==> config.mk <==
export PLATFORM = sky130hd
export DESIGN_NAME = tsrs_top
export DESIGN_NICKNAME = d
export VERILOG_FILES = /design/src/rtl/tsrs_pkg.sv /design/src/rtl/tsrs_filter.sv /design/src/rtl/tsrs_top.sv
export VERILOG_INCLUDE_DIRS = /design/src /design/src/rtl
export SDC_FILE = /design/constraint.sdc
export NUM_CORES = 1
export LEC_CHECK = 0
export ABC_AREA = 1
export BUFFER_PORTS_ARGS = -buffer_cell sky130_fd_sc_hd__buf_2
export CAP_MARGIN = 20
export CORE_MARGIN = 1.5
export CORE_UTILIZATION = 40
export CTS_BUF_LIST = sky130_fd_sc_hd__clkbuf_16
export CTS_CLUSTER_DIAMETER = 40
export CTS_CLUSTER_SIZE = 8
export DETAILED_ROUTE_END_ITERATION = 16
export PLACE_DENSITY = 0.57
export SYNTH_ARGS = -nofsm -noshare
export SYNTH_HDL_FRONTEND = slang
export SYNTH_HIERARCHICAL = 1
export SYNTH_SLANG_ARGS = --single-unit
export TNS_END_PERCENT = 10
==> constraint.sdc <==
create_clock -name clk_sys -period 2.8 [get_ports clk_sys]
set_input_delay 0.14 -clock clk_sys [delete_from_list [all_inputs] [get_ports clk_sys]]
set_output_delay 0.14 -clock clk_sys [all_outputs]
set_load 0.01 [all_outputs]
==> src/rtl/tsrs_params.svh <==
// timing and reset constants for the triple supply reset sequencer
`ifndef TSRS_PARAMS_SVH
`define TSRS_PARAMS_SVH
`define TSRS_CLK_HZ 10000000
`define TSRS_RELEASE_MS 200
`define TSRS_DEBOUNCE_MS 20
`define TSRS_HOLD_MS 2000
`define TSRS_SOFT_US 100
`define TSRS_UV_US 13
`define TSRS_RELEASE_CYC ((`TSRS_CLK_HZ / 1000) * `TSRS_RELEASE_MS)
`define TSRS_DEBOUNCE_CYC ((`TSRS_CLK_HZ / 1000) * `TSRS_DEBOUNCE_MS)
`define TSRS_HOLD_CYC ((`TSRS_CLK_HZ / 1000) * `TSRS_HOLD_MS)
`define TSRS_SOFT_CYC ((`TSRS_CLK_HZ / 1000000) * `TSRS_SOFT_US)
`define TSRS_UV_CYC ((`TSRS_CLK_HZ / 1000000) * `TSRS_UV_US)
`define TSRS_SYNC_RST 3'h0
`endif

==> src/rtl/tsrs_pkg.sv <==
// types for the triple supply reset sequencer
package tsrs_pkg;
   typedef enum logic [3:0] {
      TSRS_PB_IDLE = 4'b0001,
      TSRS_PB_PRESS = 4'b0010,
      TSRS_PB_DEBOUNCE = 4'b0100,
      TSRS_PB_PULSE = 4'b1000
   } tsrs_pb_e;
   typedef logic [31:0] tsrs_cnt_t;
endpackage

==> src/rtl/tsrs_filter.sv <==
// synchroniser and persistence filter for one input
`timescale 1ns/1ns
`default_nettype none
`include "tsrs_params.svh"
module tsrs_filter
   import tsrs_pkg::*;
#(
   parameter int unsigned DELAY_CYC = 1,
   parameter logic RST_VAL = 1'b0
) (
   input wire logic clk_sys,
   input wire logic rst_n,
   input wire logic clk_en,
   input wire logic raw_in,
   output logic filt_out
);
   logic [2:0] sync;
   tsrs_cnt_t cnt;
   logic stable;
   // ****************************************
   // three stage synchroniser
   // ****************************************
   always_ff @(posedge clk_sys or negedge rst_n) begin
      if (!rst_n) begin
         sync <= {3{RST_VAL}};
      end else if (clk_en) begin
         sync <= {sync[1:0], raw_in};
      end
   end
   assign stable = (sync[1] == sync[2]);
   // ****************************************
   // level must persist before it is taken
   // ****************************************
   always_ff @(posedge clk_sys or negedge rst_n) begin
      if (!rst_n) begin
         cnt <= 32'h0000_0000;
         filt_out <= RST_VAL;
      end else if (clk_en) begin
         if (!stable || sync[2] == filt_out) begin
            cnt <= 32'h0000_0000;
         end else if (cnt >= DELAY_CYC - 1) begin
            cnt <= 32'h0000_0000;
            filt_out <= sync[2];
         end else begin
            cnt <= cnt + 32'h0000_0001;
         end
      end
   end
endmodule
`default_nettype wire

==> src/rtl/tsrs_top.sv <==
// triple supply reset sequencer top
// Function
// RULE_01 - reset held until all supplies valid continuously for 200ms, then released
// RULE_02 - reset low while any monitored supply is under threshold
// RULE_03 - supply dip after release reasserts reset and restarts the 200ms delay
// RULE_04 - active-high reset is always the inverse of active-low reset
// RULE_05 - undervoltage recognised only after about 13us, shorter glitches ignored
// RULE_06 - short button press then release gives one 100us soft reset pulse
// RULE_07 - soft pulse starts after a 20ms debounce following button release
// RULE_08 - button held over 2 seconds asserts both system reset outputs
// RULE_09 - hold expiry clears release counter; 200ms counted after button release
// RULE_10 - during supply reset the button gives no soft reset, output stays high
// RULE_11 - button low through supply reset keeps reset until 200ms after release
// RULE_12 - 5V sense tracking 3.3V and below 4.15V disables 5V condition
// RULE_13 - tracking above 4.15V enables 5V condition and disables 3.3V condition
// RULE_14 - all intervals from counters on one clock, restarted by their start event
`timescale 1ns/1ns
`default_nettype none
`include "tsrs_params.svh"
module tsrs_top
   import tsrs_pkg::*;
#(
   parameter int unsigned RELEASE_CYC = `TSRS_RELEASE_CYC,
   parameter int unsigned DEBOUNCE_CYC = `TSRS_DEBOUNCE_CYC,
   parameter int unsigned HOLD_CYC = `TSRS_HOLD_CYC,
   parameter int unsigned SOFT_CYC = `TSRS_SOFT_CYC,
   parameter int unsigned UV_CYC = `TSRS_UV_CYC
) (
   input wire logic clk_sys,
   input wire logic rst_n,
   input wire logic clk_en,
   input wire logic sense_3v3_ok,
   input wire logic sense_5v_ok,
   input wire logic sense_adjustable_ok,
   input wire logic sense_5v_tracks_3v3,
   input wire logic sense_5v_above_4v15,
   input wire logic push_button_n,
   output logic system_reset_n,
   output logic system_reset,
   output logic soft_reset_n
);
   logic uv_3v3, uv_5v, uv_adj, track_q, high_q, pb_q;
   logic en_3v3, en_5v, supply_bad, hard_hold, pb_hold;
   logic [2:0] uv_raw, uv_q;
   tsrs_cnt_t rel_cnt, pb_cnt;
   tsrs_pb_e pb_state;
   // ****************************************
   // hold time decode
   // ****************************************
   function automatic logic hold_done(input tsrs_cnt_t cnt);
      return cnt >= HOLD_CYC - 1;
   endfunction
   // ****************************************
   // input filtering
   // ****************************************
   // undervoltage taken after the comparator response time
   assign uv_raw = {~sense_adjustable_ok, ~sense_5v_ok, ~sense_3v3_ok};
   for (genvar gi = 0; gi < 3; gi++) begin : g_uv
      tsrs_filter #(
         .DELAY_CYC(UV_CYC),
         .RST_VAL(1'b1)
      ) u_uv ( // RULE_05
         .clk_sys(clk_sys),
         .rst_n(rst_n),
         .clk_en(clk_en),
         .raw_in(uv_raw[gi]),
         .filt_out(uv_q[gi])
      );
   end
   assign uv_3v3 = uv_q[0];
   assign uv_5v = uv_q[1];
   assign uv_adj = uv_q[2];
   tsrs_filter #(
      .DELAY_CYC(1),
      .RST_VAL(1'b0)
   ) u_trk (
      .clk_sys(clk_sys),
      .rst_n(rst_n),
      .clk_en(clk_en),
      .raw_in(sense_5v_tracks_3v3),
      .filt_out(track_q)
   );
   tsrs_filter #(
      .DELAY_CYC(1),
      .RST_VAL(1'b0)
   ) u_hi (
      .clk_sys(clk_sys),
      .rst_n(rst_n),
      .clk_en(clk_en),
      .raw_in(sense_5v_above_4v15),
      .filt_out(high_q)
   );
   tsrs_filter #(
      .DELAY_CYC(1),
      .RST_VAL(1'b1)
   ) u_pb (
      .clk_sys(clk_sys),
      .rst_n(rst_n),
      .clk_en(clk_en),
      .raw_in(push_button_n),
      .filt_out(pb_q)
   );
   // ****************************************
   // supply override selection
   // ****************************************
   assign en_5v = !(track_q && !high_q); // RULE_12
   assign en_3v3 = !(track_q && high_q); // RULE_13
   assign supply_bad = (en_3v3 && uv_3v3) || (en_5v && uv_5v) || uv_adj; // RULE_02
   assign pb_hold = !pb_q && !system_reset_n; // RULE_11
   // ****************************************
   // release counter
   // ****************************************
   always_ff @(posedge clk_sys or negedge rst_n) begin
      if (!rst_n) begin
         rel_cnt <= 32'h0000_0000;
         system_reset_n <= 1'b0;
      end else if (clk_en) begin
         if (supply_bad || hard_hold || pb_hold) begin // RULE_03 RULE_09 RULE_11
            rel_cnt <= 32'h0000_0000;
            system_reset_n <= 1'b0; // RULE_02 RULE_08
         end else if (!system_reset_n) begin
            if (rel_cnt >= RELEASE_CYC - 1) begin
               system_reset_n <= 1'b1; // RULE_01
            end else begin
               rel_cnt <= rel_cnt + 32'h0000_0001; // RULE_14
            end
         end
      end
   end
   assign system_reset = ~system_reset_n; // RULE_04
   // ****************************************
   // push button sequencer
   // ****************************************
   assign hard_hold = !pb_q && hold_done(pb_cnt) && (pb_state == TSRS_PB_PRESS);
   always_ff @(posedge clk_sys or negedge rst_n) begin
      if (!rst_n) begin
         pb_state <= TSRS_PB_IDLE;
         pb_cnt <= 32'h0000_0000;
         soft_reset_n <= 1'b1;
      end else if (clk_en) begin
         soft_reset_n <= 1'b1;
         unique case (pb_state)
            TSRS_PB_IDLE: begin
               pb_cnt <= 32'h0000_0000;
               if (!pb_q) begin
                  pb_state <= TSRS_PB_PRESS;
               end
            end
            TSRS_PB_PRESS: begin
               if (pb_q) begin
                  pb_cnt <= 32'h0000_0000; // RULE_14
                  if (hold_done(pb_cnt) || !system_reset_n) begin
                     pb_state <= TSRS_PB_IDLE; // RULE_10
                  end else begin
                     pb_state <= TSRS_PB_DEBOUNCE;
                  end
               end else if (!hold_done(pb_cnt)) begin
                  pb_cnt <= pb_cnt + 32'h0000_0001;
               end
            end
            TSRS_PB_DEBOUNCE: begin
               if (!system_reset_n) begin
                  pb_state <= TSRS_PB_IDLE; // RULE_10
               end else if (pb_cnt >= DEBOUNCE_CYC - 1) begin // RULE_07
                  pb_cnt <= 32'h0000_0000;
                  pb_state <= TSRS_PB_PULSE;
                  soft_reset_n <= 1'b0; // RULE_06
               end else begin
                  pb_cnt <= pb_cnt + 32'h0000_0001;
               end
            end
            TSRS_PB_PULSE: begin
               if (pb_cnt >= SOFT_CYC - 1 || !system_reset_n) begin
                  pb_state <= TSRS_PB_IDLE;
               end else begin
                  pb_cnt <= pb_cnt + 32'h0000_0001;
                  soft_reset_n <= 1'b0; // RULE_06
               end
            end
         endcase
      end
   end
   // ****************************************
   // assertions
   // ****************************************
   a_inverse_out: assert property (@(posedge clk_sys) disable iff (!rst_n) // RULE_04
      system_reset == !system_reset_n) else $error("reset outputs not complementary");
   a_supply_hold: assert property (@(posedge clk_sys) disable iff (!rst_n) // RULE_02
      clk_en && supply_bad |=> !system_reset_n) else $error("reset released with bad supply");
   a_release_rise: assert property (@(posedge clk_sys) disable iff (!rst_n) // RULE_01
      $rose(system_reset_n) |-> $past(rel_cnt) == RELEASE_CYC - 1) else $error("release not after delay");
   a_restart_cnt: assert property (@(posedge clk_sys) disable iff (!rst_n) // RULE_03
      clk_en && (supply_bad || hard_hold) |=> rel_cnt == 0) else $error("release counter not restarted");
   a_hard_hold: assert property (@(posedge clk_sys) disable iff (!rst_n) // RULE_08
      clk_en && hard_hold |=> system_reset && !system_reset_n) else $error("hard reset not asserted");
   a_soft_quiet: assert property (@(posedge clk_sys) disable iff (!rst_n) // RULE_10
      !system_reset_n && $past(!system_reset_n) |-> soft_reset_n) else $error("soft reset during reset");
   a_soft_start: assert property (@(posedge clk_sys) disable iff (!rst_n) // RULE_07
      $fell(soft_reset_n) |-> $past(pb_state) == TSRS_PB_DEBOUNCE) else $error("soft pulse without debounce");
   a_soft_width: assert property (@(posedge clk_sys) disable iff (!rst_n) // RULE_06
      $rose(soft_reset_n) && $past(system_reset_n) && $past(clk_en)
      |-> $past(pb_cnt) == SOFT_CYC - 1) else $error("soft pulse wrong width");
   a_override_5v: assert property (@(posedge clk_sys) disable iff (!rst_n) // RULE_12
      track_q && !high_q |-> !en_5v && en_3v3) else $error("override selection wrong");
   a_button_hold: assert property (@(posedge clk_sys) disable iff (!rst_n) // RULE_11
      clk_en && pb_hold |=> !system_reset_n) else $error("button did not hold reset");
   a_override_3v3: assert property (@(posedge clk_sys) disable iff (!rst_n) // RULE_13
      track_q && high_q |-> en_5v && !en_3v3) else $error("5v monitor selection wrong");
   a_soft_idle: assert property (@(posedge clk_sys) disable iff (!rst_n) // RULE_06
      pb_state == TSRS_PB_IDLE |-> soft_reset_n) else $error("soft reset low while idle");
   a_soft_abort: assert property (@(posedge clk_sys) disable iff (!rst_n) // RULE_10
      clk_en && !system_reset_n && pb_state == TSRS_PB_DEBOUNCE |=> pb_state == TSRS_PB_IDLE) else $error("debounce kept in reset");
   a_hard_no_soft: assert property (@(posedge clk_sys) disable iff (!rst_n) // RULE_08
      clk_en && pb_q && pb_state == TSRS_PB_PRESS && hold_done(pb_cnt) |=> pb_state == TSRS_PB_IDLE) else $error("soft after hard");
   a_debounce_len: assert property (@(posedge clk_sys) disable iff (!rst_n) // RULE_07
      pb_state == TSRS_PB_DEBOUNCE |-> pb_cnt <= DEBOUNCE_CYC - 1) else $error("debounce count overrun");
   a_release_bound: assert property (@(posedge clk_sys) disable iff (!rst_n) // RULE_14
      rel_cnt <= RELEASE_CYC - 1) else $error("release count overrun");
   a_pb_cnt_bound: assert property (@(posedge clk_sys) disable iff (!rst_n) // RULE_14
      pb_cnt <= HOLD_CYC - 1) else $error("button count overrun");
   c_release: cover property (@(posedge clk_sys) disable iff (!rst_n) $rose(system_reset_n));
   c_soft: cover property (@(posedge clk_sys) disable iff (!rst_n) $fell(soft_reset_n));
   c_hard: cover property (@(posedge clk_sys) disable iff (!rst_n) hard_hold);
   c_track5: cover property (@(posedge clk_sys) disable iff (!rst_n) track_q && high_q);
   c_button_hold: cover property (@(posedge clk_sys) disable iff (!rst_n) pb_hold && supply_bad);
endmodule
`default_nettype wire

==> results by group <==
Outcome
  • Status: finished, final reports clean

Synth
  • Simple-gate portion of the synthesized area: 36.76%
  • Largest family of logic cells by synthesized area: simple AND/OR/NAND/NOR gates
  • Synth Register Bits: 190
  • Post-Syn Area: 10330 um2
  • Yosys top cell by area: dfrtp_1
  • Compound-Gate Fraction of Synth Area: 2.725%
  • Synth Instances: 1418
  • Xor/xnor share of the synthesized area: 2.459%
  • Mux contribution to synthesized area: 0%
  • Synth Area in Adders: 1.332%
  • Synthesized area per cell: 7.285 um2
  • Leading post-synthesis cells by cell area: dfrtp_1 42%, nand2_1 15%, nor2_1 8.2%
  • YS warnings: 6
  • Syn Nets: 1438
  • Seq/Total Area, Yosys: 46.25%
  • Yosys top cell area share: 41.67%
  • Cell variety after synth: 39

Placed design
  • Number of placed cells counting well taps: 1735
  • DP Wirelength: 14820 um
  • PortBufs: 11
  • Gpl congestion: 0.9345

Floorplan
  • Die Y: 163.7 um
  • Die W: 163.7 um
  • Top Ports: 12
  • Core box area: 25250 um2
  • FP Rows: 58
  • Initial Util: 40.90%
  • Die area: 26800 um2

Final layout
  • Final core area utilization: 45.06%
  • Layout fillers: 2542
  • Ant. Diodes: 0
  • Most frequent cells in the layout: 424 x nand2_1, 226 x nor2_1, 207 x inv_1
  • Fin cells: 1774
  • Layout cells sized above 1: 9.211%
  • NumNets Final: 1451
  • Most common cell after layout, fill and taps aside: nand2_1
  • Area grow syn2layout: 10.16%

Worst hold path
  • Hold depth: 2
  • Min-delay src: clk_en
  • Worst hold path type: in2reg
  • Hold EP: g_uv[1].u_uv/cnt[10]$_DFFE_PN0P_

Setup path
  • Worst R2R End: rel_cnt[27]$_DFFE_PN0P_
  • CP Class: reg2reg
  • R2R Path Start: pb_cnt[0]$_DFFE_PN0P_
  • CP Data Arrival Time: 2.66 ns
  • Element type at the critical path start: flop
  • Cells on worst reg2reg path: 12
  • WP data required: 3.11 ns
  • R2R Setup Slk: 0.45 ns
  • Critical path endpoint category: flop
  • Largest fanout on the critical path: 12

Power and ir drop
  • PwrDens: 556.3 nW/um2
  • LEAKAGE: 5.872 nW
  • Peak VDD IR: 0.3596 mV

Global routing
  • Pin count of the biggest net entering global routing: 83
  • Vias in the first global route: 8111
  • Total global routing overflow: 0
  • GRT Total Usage: 17.72%
  • Initial antenna violation count: 0
  • First-pass GRT wire length: 38700 um

Routing
  • Overall routed net length: 21820 um
  • Post-DRT Antenna Nets: 0
  • Wire length per cell: 12.30 um
  • Iteration-0 DRC Markers: 686
  • DRC violations left: 0
  • Vias per cell: 4.768
  • First-pass iteration count of the detailed router: 5
  • Vias: 8458

Timing
  • Hold Fails Final Rpt: 0
  • Slew headroom: 43.90%
  • Min cycle time layout: 2.354 ns
  • Final period util: 84.06%
  • RSZ-0062 raised after global routing: false
  • FMAX: 424.9 MHz
  • Setup TNS Final: 0 ns
  • Clock Skew: 0.01292 ns
  • Worst Tran Pin Value: 0.8369 ns
  • Number of setup violations in the final report: 0
  • Pins Over Slew Limit: 0

Flow run
  • Max Cap Viol: 0

Clock tree
  • Root cell of the clock tree: clkbuf_16
  • Cells resized by post-CTS repair: 0
  • Clock transition at path regs: 0.07 ns
  • CTS sink count: 190
  • Worst-Skew Late Latency: 0.44 ns
  • H-tree depth: 4
  • CTS tree: done
  • Post-CTS setup buffer count: 0
  • Hold buffers post-CTS: 7
  • Longest Clk Path Bufs: 2
  • CTS buffer count: 17
-- final cells by class --
| type | count | area, um2 | area share (%) |
|---|---|---|---|
| clock buffers | 17 | 425.4 | 3.738 |
| flip-flops and latches | 190 | 4777 | 41.98 |
| multi-input cells | 961 | 4471 | 39.29 |
| clock inverters | 15 | 155.1 | 1.363 |
| repair buffers | 31 | 271.5 | 2.386 |
| well taps | 330 | 412.9 | 3.628 |
| inverters | 230 | 867.1 | 7.620 |
-- registers in the layout, summed over array words and instances, names as in the netlist, 3 cells and up --
name,cells
g_uv.u_uv/cnt,96
u_trk/sync,3
u_hi/sync,3
rel_cnt,32
pb_state,4
g_uv.u_uv/sync,9
pb_cnt,32
g_uv.u_uv/filt_out,3
u_pb/sync,3
-- how the worst max path moves through the flow --
stage | slack (ns) | endpoint | startpoint | depth (start not counted)
after floorplan | 0.96 | rel_cnt[15]$_DFFE_PN0P_ | rel_cnt[0]$_DFFE_PN0P_ | 14
after global placement | 0.56 | rel_cnt[27]$_DFFE_PN0P_ | pb_cnt[0]$_DFFE_PN0P_ | 12
after detailed placement | 0.48 | rel_cnt[27]$_DFFE_PN0P_ | pb_cnt[0]$_DFFE_PN0P_ | 12
after CTS | 0.46 | rel_cnt[27]$_DFFE_PN0P_ | pb_cnt[0]$_DFFE_PN0P_ | 12
after global routing | 0.26 | rel_cnt[27]$_DFFE_PN0P_ | pb_cnt[0]$_DFFE_PN0P_ | 12
final | 0.45 | rel_cnt[27]$_DFFE_PN0P_ | pb_cnt[0]$_DFFE_PN0P_ | 12
-- cell usage after synthesis --
library cell,instances
dfrtp_1,172
inv_2,15
ha_1,11
clkinv_2,3
a21boi_0,2
nand2_2,7
nand2_1,424
o21bai_1,7
buf_6,7
nor4_1,2
nand3b_1,1
nor3_1,14
nor2_4,3
a21oi_1,7
clkbuf_1,14
buf_4,2
inv_1,206
or2_2,1
a211oi_1,1
clkinv_1,6
nand3b_2,1
nand3_2,4
nor3_2,6
o21ai_1,6
nor3b_2,1
o211ai_1,3
nand3_4,1
nor3_4,1
a21oi_2,1
xor2_1,23
nand4_1,84
nor2_1,226
dfstp_2,18
o21ai_0,22
xnor2_1,6
nor2_2,16
buf_1,1
buf_2,13
nand3_1,80
-- power by group --
part | total, mW | switching, mW | leakage, nW | internal, mW
registers | 3.01 | 0.125 | 2.57 | 2.88
clock network | 2.38 | 1.19 | 0.282 | 1.19
logic | 0.945 | 0.686 | 3.02 | 0.259
total | 6.33 | 2.00 | 5.87 | 4.33
-- logic make-up after synthesis --
logic type	count (synthesis)
AOI/OAI and AO/OA	49
xor gates and xnor gates	29
adders and majority gates	11
buffers and inverters	267
DFF	190
and+or+nand+nor	872
-- per-layer routing --
metal | share of wire [%] | global-route usage (%) | vias up
met2 | 44 | 27.45 | 155
met4 | 1.4 | 5.248 | 0
met3 | 3.2 | 2.828 | 30
li1 | - | - | 4415
met5 | 0 | 0 | -
met1 | 51 | 25.48 | 3858
-- critical path, cell delays in order, from the launching register on --
cell      delay [ns]
dfrtp_1         0.49
ha_1            0.36
nand3_4         0.16
nor2_4          0.19
nand2_1         0.06
nand2_1         0.08
nand2_1         0.06
nand2_2         0.10
nand2_2         0.09
nand3b_2        0.09
nand2_2         0.17
inv_2           0.30
nor2_1          0.07
-- stage by stage --
stage / worst slack (ns) / instance area (um2) / power, mW / hold WS, ns
6_report: 0.4465 / 11380 / 6.331 / 0.04084
5_1_grt: 0.2630 / 11380 / 6.684 / 0.03919
4_1_cts: 0.4562 / 11380 / 6.416 / 0.01855
3_5_place_dp: 0.4779 / 10730 / 4.002 / 0.2129
3_3_place_gp: 0.5601 / 10730 / 3.995 / 0.2126
2_1_floorplan: 0.9616 / 10330 / 3.700 / -0.1556
Note: power is estimated with default switching activity, not from simulation.
